## src/logic/ddtf_pkg.sv

```systemverilog
// Purpose: Shared constants for the debug data-transfer flow block
// Assumes: 32-bit transfer words, single clock
// Notes:   Access-mode field is two bits wide
package ddtf_pkg;
    localparam int          DATA_W          = 32;
    localparam int          MODE_W          = 2;
    localparam logic [1:0]  MODE_NONBLOCK   = 2'h0;
    localparam logic [31:0] DATA_RESET      = 32'h0000_0000;
    localparam logic        FLAG_RESET      = 1'b0;
endpackage

```

## src/logic/ddtf_flow.sv

```systemverilog
// Purpose: Flow control of the debug data-transfer channel (receive and transmit words)
// Assumes: All strobes are one-cycle pulses from logic on clock_i
// Notes:   Latched rx flag gates host rx writes only in non-blocking mode; other modes pass writes ungated
`timescale 1ns/1ps
`default_nettype none
// Function
// - Keep latched rx and tx full flags
// - Core rx read clears live flag only
// - Host rx write ignored if latched full in non-blocking mode
// - Status read copies live rx into latched
// - Host rx write refreshes latched rx flag
// - Status or tx read refreshes latched tx
// - Mode value zero means non-blocking
module ddtf_flow (
    input  wire logic        clock_i,
    input  wire logic        reset_i,
    input  wire logic [1:0]  host_access_mode_i,
    input  wire logic        host_status_rd_i,
    input  wire logic        host_rx_wr_i,
    input  wire logic [31:0] host_rx_wdata_i,
    input  wire logic        host_tx_rd_i,
    input  wire logic        core_rx_rd_i,
    input  wire logic        core_tx_wr_i,
    input  wire logic [31:0] core_tx_wdata_i,
    output logic [31:0]      rx_reg_core_view_o,
    output logic [31:0]      tx_reg_host_view_o,
    output logic             rx_full_live_o,
    output logic             tx_full_live_o,
    output logic             rx_full_latched_o,
    output logic             tx_full_latched_o,
    output logic             host_rx_wr_dropped_o
);
    logic [31:0] rx_data_reg, rx_data_next;
    logic [31:0] tx_data_reg, tx_data_next;
    logic        rx_live_reg, rx_live_next;
    logic        tx_live_reg, tx_live_next;
    logic        rx_lat_reg,  rx_lat_next;
    logic        tx_lat_reg,  tx_lat_next;
    logic        drop_reg,    drop_next;
    logic        nonblock;
    logic        rx_accept;

    always_comb begin
        nonblock  = (host_access_mode_i == ddtf_pkg::MODE_NONBLOCK);
        rx_accept = host_rx_wr_i && !(nonblock && rx_lat_reg);
        rx_data_next = rx_data_reg;
        tx_data_next = tx_data_reg;
        rx_live_next = rx_live_reg;
        tx_live_next = tx_live_reg;
        rx_lat_next  = rx_lat_reg;
        tx_lat_next  = tx_lat_reg;
        drop_next    = host_rx_wr_i && !rx_accept;
        // Core read clears live; an accepted host write sets it afterwards, so the set wins
        if (core_rx_rd_i) begin
            rx_live_next = 1'b0;
        end
        if (rx_accept) begin
            rx_data_next = host_rx_wdata_i;
            rx_live_next = 1'b1;
        end
        if (host_tx_rd_i) begin
            tx_live_next = 1'b0;
        end
        if (core_tx_wr_i) begin
            tx_data_next = core_tx_wdata_i;
            tx_live_next = 1'b1;
        end
        // Latched flags take the live value: current on a status read, updated on an rx write or tx read
        if (host_status_rd_i) begin
            rx_lat_next = rx_live_reg;
        end
        if (host_rx_wr_i) begin
            rx_lat_next = rx_live_next;
        end
        if (host_status_rd_i || host_tx_rd_i) begin
            tx_lat_next = host_tx_rd_i ? tx_live_next : tx_live_reg;
        end
    end

    always_ff @(posedge clock_i) begin
        if (reset_i) begin
            rx_data_reg <= ddtf_pkg::DATA_RESET;
            tx_data_reg <= ddtf_pkg::DATA_RESET;
            rx_live_reg <= ddtf_pkg::FLAG_RESET;
            tx_live_reg <= ddtf_pkg::FLAG_RESET;
            rx_lat_reg  <= ddtf_pkg::FLAG_RESET;
            tx_lat_reg  <= ddtf_pkg::FLAG_RESET;
            drop_reg    <= 1'b0;
        end else begin
            rx_data_reg <= rx_data_next;
            tx_data_reg <= tx_data_next;
            rx_live_reg <= rx_live_next;
            tx_live_reg <= tx_live_next;
            rx_lat_reg  <= rx_lat_next;
            tx_lat_reg  <= tx_lat_next;
            drop_reg    <= drop_next;
        end
    end

    assign rx_reg_core_view_o   = rx_data_reg;
    assign tx_reg_host_view_o   = tx_data_reg;
    assign rx_full_live_o       = rx_live_reg;
    assign tx_full_live_o       = tx_live_reg;
    assign rx_full_latched_o    = rx_lat_reg;
    assign tx_full_latched_o    = tx_lat_reg;
    assign host_rx_wr_dropped_o = drop_reg;

    rx_drop_a : assert property (@(posedge clock_i) disable iff (reset_i)
        (host_rx_wr_i && rx_lat_reg && host_access_mode_i == 2'h0) |=> $stable(rx_data_reg) && drop_reg)
        else $error("rx write passed while latched full");
    rx_load_a : assert property (@(posedge clock_i) disable iff (reset_i)
        (host_rx_wr_i && !rx_lat_reg) |=> rx_live_reg && rx_data_reg == $past(host_rx_wdata_i))
        else $error("accepted rx write not loaded");
    core_rd_a : assert property (@(posedge clock_i) disable iff (reset_i)
        (core_rx_rd_i && !host_rx_wr_i && !host_status_rd_i) |=> !rx_live_reg && rx_lat_reg == $past(rx_lat_reg))
        else $error("core rx read wrong");
    stat_rx_a : assert property (@(posedge clock_i) disable iff (reset_i)
        (host_status_rd_i && !host_rx_wr_i) |=> rx_lat_reg == $past(rx_live_reg))
        else $error("status read missed rx latch");
    wr_lat_a : assert property (@(posedge clock_i) disable iff (reset_i)
        host_rx_wr_i |=> rx_lat_reg == rx_live_reg)
        else $error("rx write did not refresh latch");
    tx_lat_a : assert property (@(posedge clock_i) disable iff (reset_i)
        (host_status_rd_i && !host_tx_rd_i) |=> tx_lat_reg == $past(tx_live_reg))
        else $error("status read missed tx latch");
    tx_set_a : assert property (@(posedge clock_i) disable iff (reset_i)
        core_tx_wr_i |=> tx_live_reg && tx_data_reg == $past(core_tx_wdata_i))
        else $error("core tx write lost");
    tx_clr_a : assert property (@(posedge clock_i) disable iff (reset_i)
        (host_tx_rd_i && !core_tx_wr_i) |=> !tx_live_reg && !tx_lat_reg)
        else $error("host tx read did not clear");
    lat_hold_a : assert property (@(posedge clock_i) disable iff (reset_i)
        (!host_status_rd_i && !host_rx_wr_i) |=> $stable(rx_lat_reg))
        else $error("rx latch moved without host access");
    mode_a : assert property (@(posedge clock_i) disable iff (reset_i)
        (host_rx_wr_i && host_access_mode_i != 2'h0) |=> rx_live_reg && !drop_reg)
        else $error("non-zero mode gated rx write");

    // Checks on hold and edge cases of the flags and the rx and tx data words
    rx_keep_a : assert property (@(posedge clock_i) disable iff (reset_i)
        (host_rx_wr_i && rx_lat_reg && host_access_mode_i == ddtf_pkg::MODE_NONBLOCK && !core_rx_rd_i)
        |=> rx_live_reg == $past(rx_live_reg))
        else $error("refused rx write moved live flag");

    drop_only_a : assert property (@(posedge clock_i) disable iff (reset_i)
        !host_rx_wr_i |=> !drop_reg)
        else $error("drop pulse without rx write");

    drop_lat_a : assert property (@(posedge clock_i) disable iff (reset_i)
        (host_rx_wr_i && rx_lat_reg && host_access_mode_i == ddtf_pkg::MODE_NONBLOCK && !core_rx_rd_i)
        |=> rx_lat_reg == $past(rx_live_reg))
        else $error("refused rx write did not refresh latch");

    rx_data_hold_a : assert property (@(posedge clock_i) disable iff (reset_i)
        !host_rx_wr_i |=> $stable(rx_data_reg))
        else $error("rx word changed without write");

    tx_data_hold_a : assert property (@(posedge clock_i) disable iff (reset_i)
        !core_tx_wr_i |=> $stable(tx_data_reg))
        else $error("tx word changed without write");

    rx_set_only_a : assert property (@(posedge clock_i) disable iff (reset_i)
        (!host_rx_wr_i && !rx_live_reg) |=> !rx_live_reg)
        else $error("rx live set without write");

    tx_set_only_a : assert property (@(posedge clock_i) disable iff (reset_i)
        (!core_tx_wr_i && !tx_live_reg) |=> !tx_live_reg)
        else $error("tx live set without write");

    rx_clr_only_a : assert property (@(posedge clock_i) disable iff (reset_i)
        (!core_rx_rd_i && rx_live_reg) |=> rx_live_reg)
        else $error("rx live cleared without core read");

    tx_clr_only_a : assert property (@(posedge clock_i) disable iff (reset_i)
        (!host_tx_rd_i && tx_live_reg) |=> tx_live_reg)
        else $error("tx live cleared without host read");

    tx_hold_a : assert property (@(posedge clock_i) disable iff (reset_i)
        (!host_status_rd_i && !host_tx_rd_i) |=> $stable(tx_lat_reg))
        else $error("tx latch moved without host access");

    tx_rd_lat_a : assert property (@(posedge clock_i) disable iff (reset_i)
        host_tx_rd_i |=> tx_lat_reg == tx_live_reg)
        else $error("tx read did not refresh latch");

    wr_win_a : assert property (@(posedge clock_i) disable iff (reset_i)
        (host_rx_wr_i && core_rx_rd_i && !rx_lat_reg) |=> rx_live_reg)
        else $error("core read beat accepted rx write");

    tx_win_a : assert property (@(posedge clock_i) disable iff (reset_i)
        (core_tx_wr_i && host_tx_rd_i) |=> tx_live_reg && tx_lat_reg)
        else $error("host read beat core tx write");

    stat_clr_a : assert property (@(posedge clock_i) disable iff (reset_i)
        (host_status_rd_i && !host_rx_wr_i && !rx_live_reg) |=> !rx_lat_reg)
        else $error("status read kept stale rx latch");

    stat_set_a : assert property (@(posedge clock_i) disable iff (reset_i)
        (host_status_rd_i && !host_rx_wr_i && rx_live_reg) |=> rx_lat_reg)
        else $error("status read missed full rx");

    open_drop_a : assert property (@(posedge clock_i) disable iff (reset_i)
        (host_access_mode_i != ddtf_pkg::MODE_NONBLOCK) |=> !drop_reg)
        else $error("rx write dropped outside non-blocking mode");

    open_load_a : assert property (@(posedge clock_i) disable iff (reset_i)
        (host_rx_wr_i && host_access_mode_i != ddtf_pkg::MODE_NONBLOCK) |=> rx_data_reg == $past(host_rx_wdata_i))
        else $error("rx word not loaded outside non-blocking mode");

    lat_gate_a : assert property (@(posedge clock_i) disable iff (reset_i)
        (host_rx_wr_i && !rx_lat_reg) |=> !drop_reg)
        else $error("rx write dropped with latch clear");

    tx_stat_set_a : assert property (@(posedge clock_i) disable iff (reset_i)
        (host_status_rd_i && !host_tx_rd_i && tx_live_reg) |=> tx_lat_reg)
        else $error("status read missed full tx");

    tx_stat_clr_a : assert property (@(posedge clock_i) disable iff (reset_i)
        (host_status_rd_i && !host_tx_rd_i && !tx_live_reg) |=> !tx_lat_reg)
        else $error("status read kept stale tx latch");

endmodule // ddtf_flow
`default_nettype wire

```

## config.mk

```make
export PLATFORM = sky130hd
export DESIGN_NAME = ddtf_flow
export DESIGN_NICKNAME = d
export VERILOG_FILES = /design/src/logic/ddtf_pkg.sv /design/src/logic/ddtf_flow.sv
export SDC_FILE = /design/constraint.sdc
export NUM_CORES = 1
export LEC_CHECK = 0
export ABC_AREA = 1
export BUFFER_PORTS_ARGS = -buffer_cell sky130_fd_sc_hd__buf_2
export CORE_MARGIN = 10
export CORE_UTILIZATION = 30
export CTS_BUF_LIST = sky130_fd_sc_hd__clkbuf_8 sky130_fd_sc_hd__clkbuf_16
export DETAILED_ROUTE_END_ITERATION = 7
export GPL_TIMING_DRIVEN = 0
export HOLD_SLACK_MARGIN = 0.05
export PLACE_DENSITY = 0.64
export SYNTH_ARGS = -nofsm -noshare
export SYNTH_HDL_FRONTEND = slang
export SYNTH_SLANG_ARGS = --single-unit
export TNS_END_PERCENT = 10
```

## constraint.sdc

```tcl
create_clock -name clock_i -period 1.18 [get_ports clock_i]
set_input_delay 0.118 -clock clock_i [delete_from_list [all_inputs] [get_ports clock_i]]
set_output_delay 0.118 -clock clock_i [all_outputs]
set_load 0.01 [all_outputs]
```

==> flow_summary.toml <==
[finish]
area_delta_synth_final_pct = 52.2
multi_input_comb_area_um2 = 1130
insertedDiodeCount = 0
num-nets-final = 603
final-instance-count-excl-fill = 641
postLayoutCellArea_um2 = 4060
fillerInstances = 854
layout-drive-gt1-share_pct = 33.6
regArea_um2 = 1380
fin_util_pct = 46.8

[placed_design]
dp_slack_ns = -0.0261
dpl_cell_area_um2 = 3510
dp_cells = 593
gpl.final_weighted_congestion = 0.826
numPortBuffers = 140
dp_hpwl_um = 6760

[global_routing]
busiest_layer = "met2"
first_global_vias = 3131
overflow = 0
grtUsageMet1_pct = 16.5
grt.met3_usage_pct = 8.18
use_met2_pct = 22.5
grt_antenna_before_repair = 0
grt_start_max_net_pins = 11
total_routing_usage_gr_pct = 14.5
grt_pass1_wl_um = 15500

[synthesis]
netlist-cell-type-count = 16
synth_cells = 345
synth-compound-area-share_pct = 13.0
synth_seq_area_share_pct = 51.7
synthesis.yosys.warnings = 0
post_synth_mux_area_share_pct = 0
syn-cell-area_um2 = 2670
post_synth.cell_area_avg_um2 = 7.74
dominant_combinational_cell_family_by_area_after_synthesis = "simple AND/OR/NAND/NOR gates"
mappedNetlistNets = 418
synth_simple_gate_area_share_pct = 28.9
postSynthRegisterBits = 69
synth_fa_ha_area_share_pct = 0
synthXorXnorAreaFrac_pct = 0

[sta]
grt_setup_unrepaired = "true"
maxSlewHeadroom_pct = 71.5
drv_slew = 0
clock_skew_ns = 0.00575
final_hold_viol_count = 0
final_clock_period_utilization_by_the_worst_path_pct = 92.0
tns_ns = 0
fin_hold_ws_ns = 0.0695
layout_min_cycle_time_ns = 1.09
fmaxAchievable_ghz = 0.921
tightest_slew_ns = 0.428
setup_slack_ns = 0.0941
final_setup_violation_count = 0

[cts]
clkLatencyLatePin_ns = 0.34
clk_transition_reported_paths_ns = 0.07
cts.htree.levels = 3
cts_tree = "yes"
tritoncts.num_buffers = 9
cts.sink_count = 69
cts_max_path_buffers = 2
post-cts-setup-buffers = 0
ctsRootBufferMaster = "clkbuf_8"

[critical_path]
critical_path.max_stage_delay_ns = 0.34
worst-path-max-fanout = 10
reg2reg_setup_slack_ns = 0.09
cp.arrival_ns = 1.32
setup.worst_path.class = "reg2reg"
setup.worst_path.start = "rx_full_latched_o"
critPathSlowestCell = "dfxtp_2"
crit_required_ns = 1.41
worst_setup_path_endpoint = "rx_reg_core_view_o[25]"
crit_path_cell_trace = "nand2_1 -> buf_6 -> clkbuf_4 -> a21oi_1 -> nor2_1"
r2r_end = "rx_reg_core_view_o[25]"
r2r_start = "rx_full_latched_o"
setup.worst_path.start_class = "flip-flop"
ff2ff_path_depth = 5
end_kind = "flip-flop"

[routing]
routed_wire_length_per_instance_um = 14.6
drt_iter0_markers = 136
via_count = 2929
ant_nets = 0
route.detailed.vias_per_inst = 4.57
finalWirelength_um = 9330
drt-pass1-iter-count = 4
detail_route.drc_violations = 0

[power_and_ir_drop]
leak_pwr_nw = 2.06
seq_power_share_pct = 47.5
pwr_density_cell_nw_per_um2 = 1340
power_switching_share_pct = 25.4
p_sw_mw = 1.39
cellInternalPower_mw = 4.06
combinationalPowerShare_pct = 16.9
totalPowerFinal_mw = 5.45
clkPwrFrac_pct = 35.6
vdd.ir_drop.worst_mv = 0.644

[floorplan]
area_enclosed_by_the_die_boundary_um2 = 13100
initial_utilization_pct = 30.8
rows = 34
die_h_um = 114
fp.coreArea_um2 = 8680
die_w_um = 114
ios = 142

[outcome]
result_of_the_run = "finished, final reports clean"

[flow_run]
timing.max_cap.violations = 0

[hold_path]
hold_path.class = "in2reg"
routing by layer:
layer  share of wire (%)  vias up
li1                    -     1488
met1                  41     1313
met2                  45      118
met3                  13       10
met4                 1.4        0
met5                   0        -
cell type report:
cell class,instances,share of cell area [%]
tap,108,3.33
clock buffer,12,4.06
buffer,27,3.60
timing repair buffer,174,25.6
sequential,69,34.0
inverter,8,0.739
clock inverter,2,0.831
multi-input combinational,241,27.8
worst min-delay path by stage:
stage                   startpoint                endpoint  slack (ns)  cells past startpoint
2_1_floorplan              reset_i          rx_full_live_o        0.19                      1
3_3_place_gp   core_tx_wdata_i[24]  tx_reg_host_view_o[24]        0.34                      3
5_1_grt               host_tx_rd_i          tx_full_live_o        0.08                      4
6_report              core_rx_rd_i          rx_full_live_o        0.07                      4
4_1_cts               host_tx_rd_i          tx_full_live_o        0.05                      4
3_5_place_dp    core_tx_wdata_i[5]   tx_reg_host_view_o[5]        0.35                      3
cell usage after synthesis:
master	instances	share of area, %
a21oi_1	35	6.6
buf_1	1	0.14
buf_2	16	3.0
buf_4	1	0.28
buf_6	2	0.84
clkbuf_1	7	0.98
dfxtp_1	69	52
inv_1	6	0.84
inv_2	2	0.28
nand2_1	38	5.3
nand3_1	3	0.56
nand3b_1	32	9.0
nor2_1	98	14
nor3_1	1	0.19
o211ai_1	1	0.28
o21ai_0	33	6.2
cell families (layout without fill, tap and decap cells):
| family | after synthesis | count (layout) |
|---|---|---|
| AOI/OAI and AO/OA | 69 | 69 |
| and+or+nand+nor | 172 | 172 |
| DFF | 69 | 69 |
| buffers and inverters | 35 | 223 |
sequential cells by signal (all words and copies together) (netlist names):
register and count:
tx_reg_host_view_o 32, rx_full_live_o 1, rx_full_latched_o 1, tx_full_latched_o 1, rx_reg_core_view_o 32, tx_full_live_o 1
host_rx_wr_dropped_o 1
layout by cell type (no fill, tap or decap):
cell type	n
buf_2	154
nor2_1	98
dfxtp_1	68
nand2_1	38
dlygate4sd3_1	34
o21ai_0	33
a21oi_1	32
nand3b_1	32
clkbuf_8	12
inv_1	7
clkbuf_1	6
a21oi_2	3
nand3_1	3
buf_6	2
buf_4	2
inv_2	2
buf_1	1
clkbuf_2	1
clkbuf_4	1
o211ai_1	1
nor3_1	1
bufinv_16	1
dfxtp_2	1
power by group through the flow:
stage	combinational (mW)	clock (mW)	sequential (mW)
2_1_floorplan	0.358	0	2.71
3_3_place_gp	0.824	0	2.63
3_5_place_dp	0.834	0	2.63
4_1_cts	0.924	2.02	2.58
5_1_grt	1.05	2.10	2.60
6_report	0.921	1.94	2.59
what timing repair did:
item                                    CTS  global route
hold buffers                             34             0
endpoints found under the setup margin   10            23
endpoints found under the hold margin    35             0
gates resized for setup                   1             7
critical path: cells and delay by family (launching register included):
kind / cells / cell delay (ns)
AOI/OAI and AO/OA: 1 / 0.15
and+or+nand+nor: 2 / 0.15
buffers and inverters: 2 / 0.35
DFF: 1 / 0.34
(Power assumes the default switching activity.)
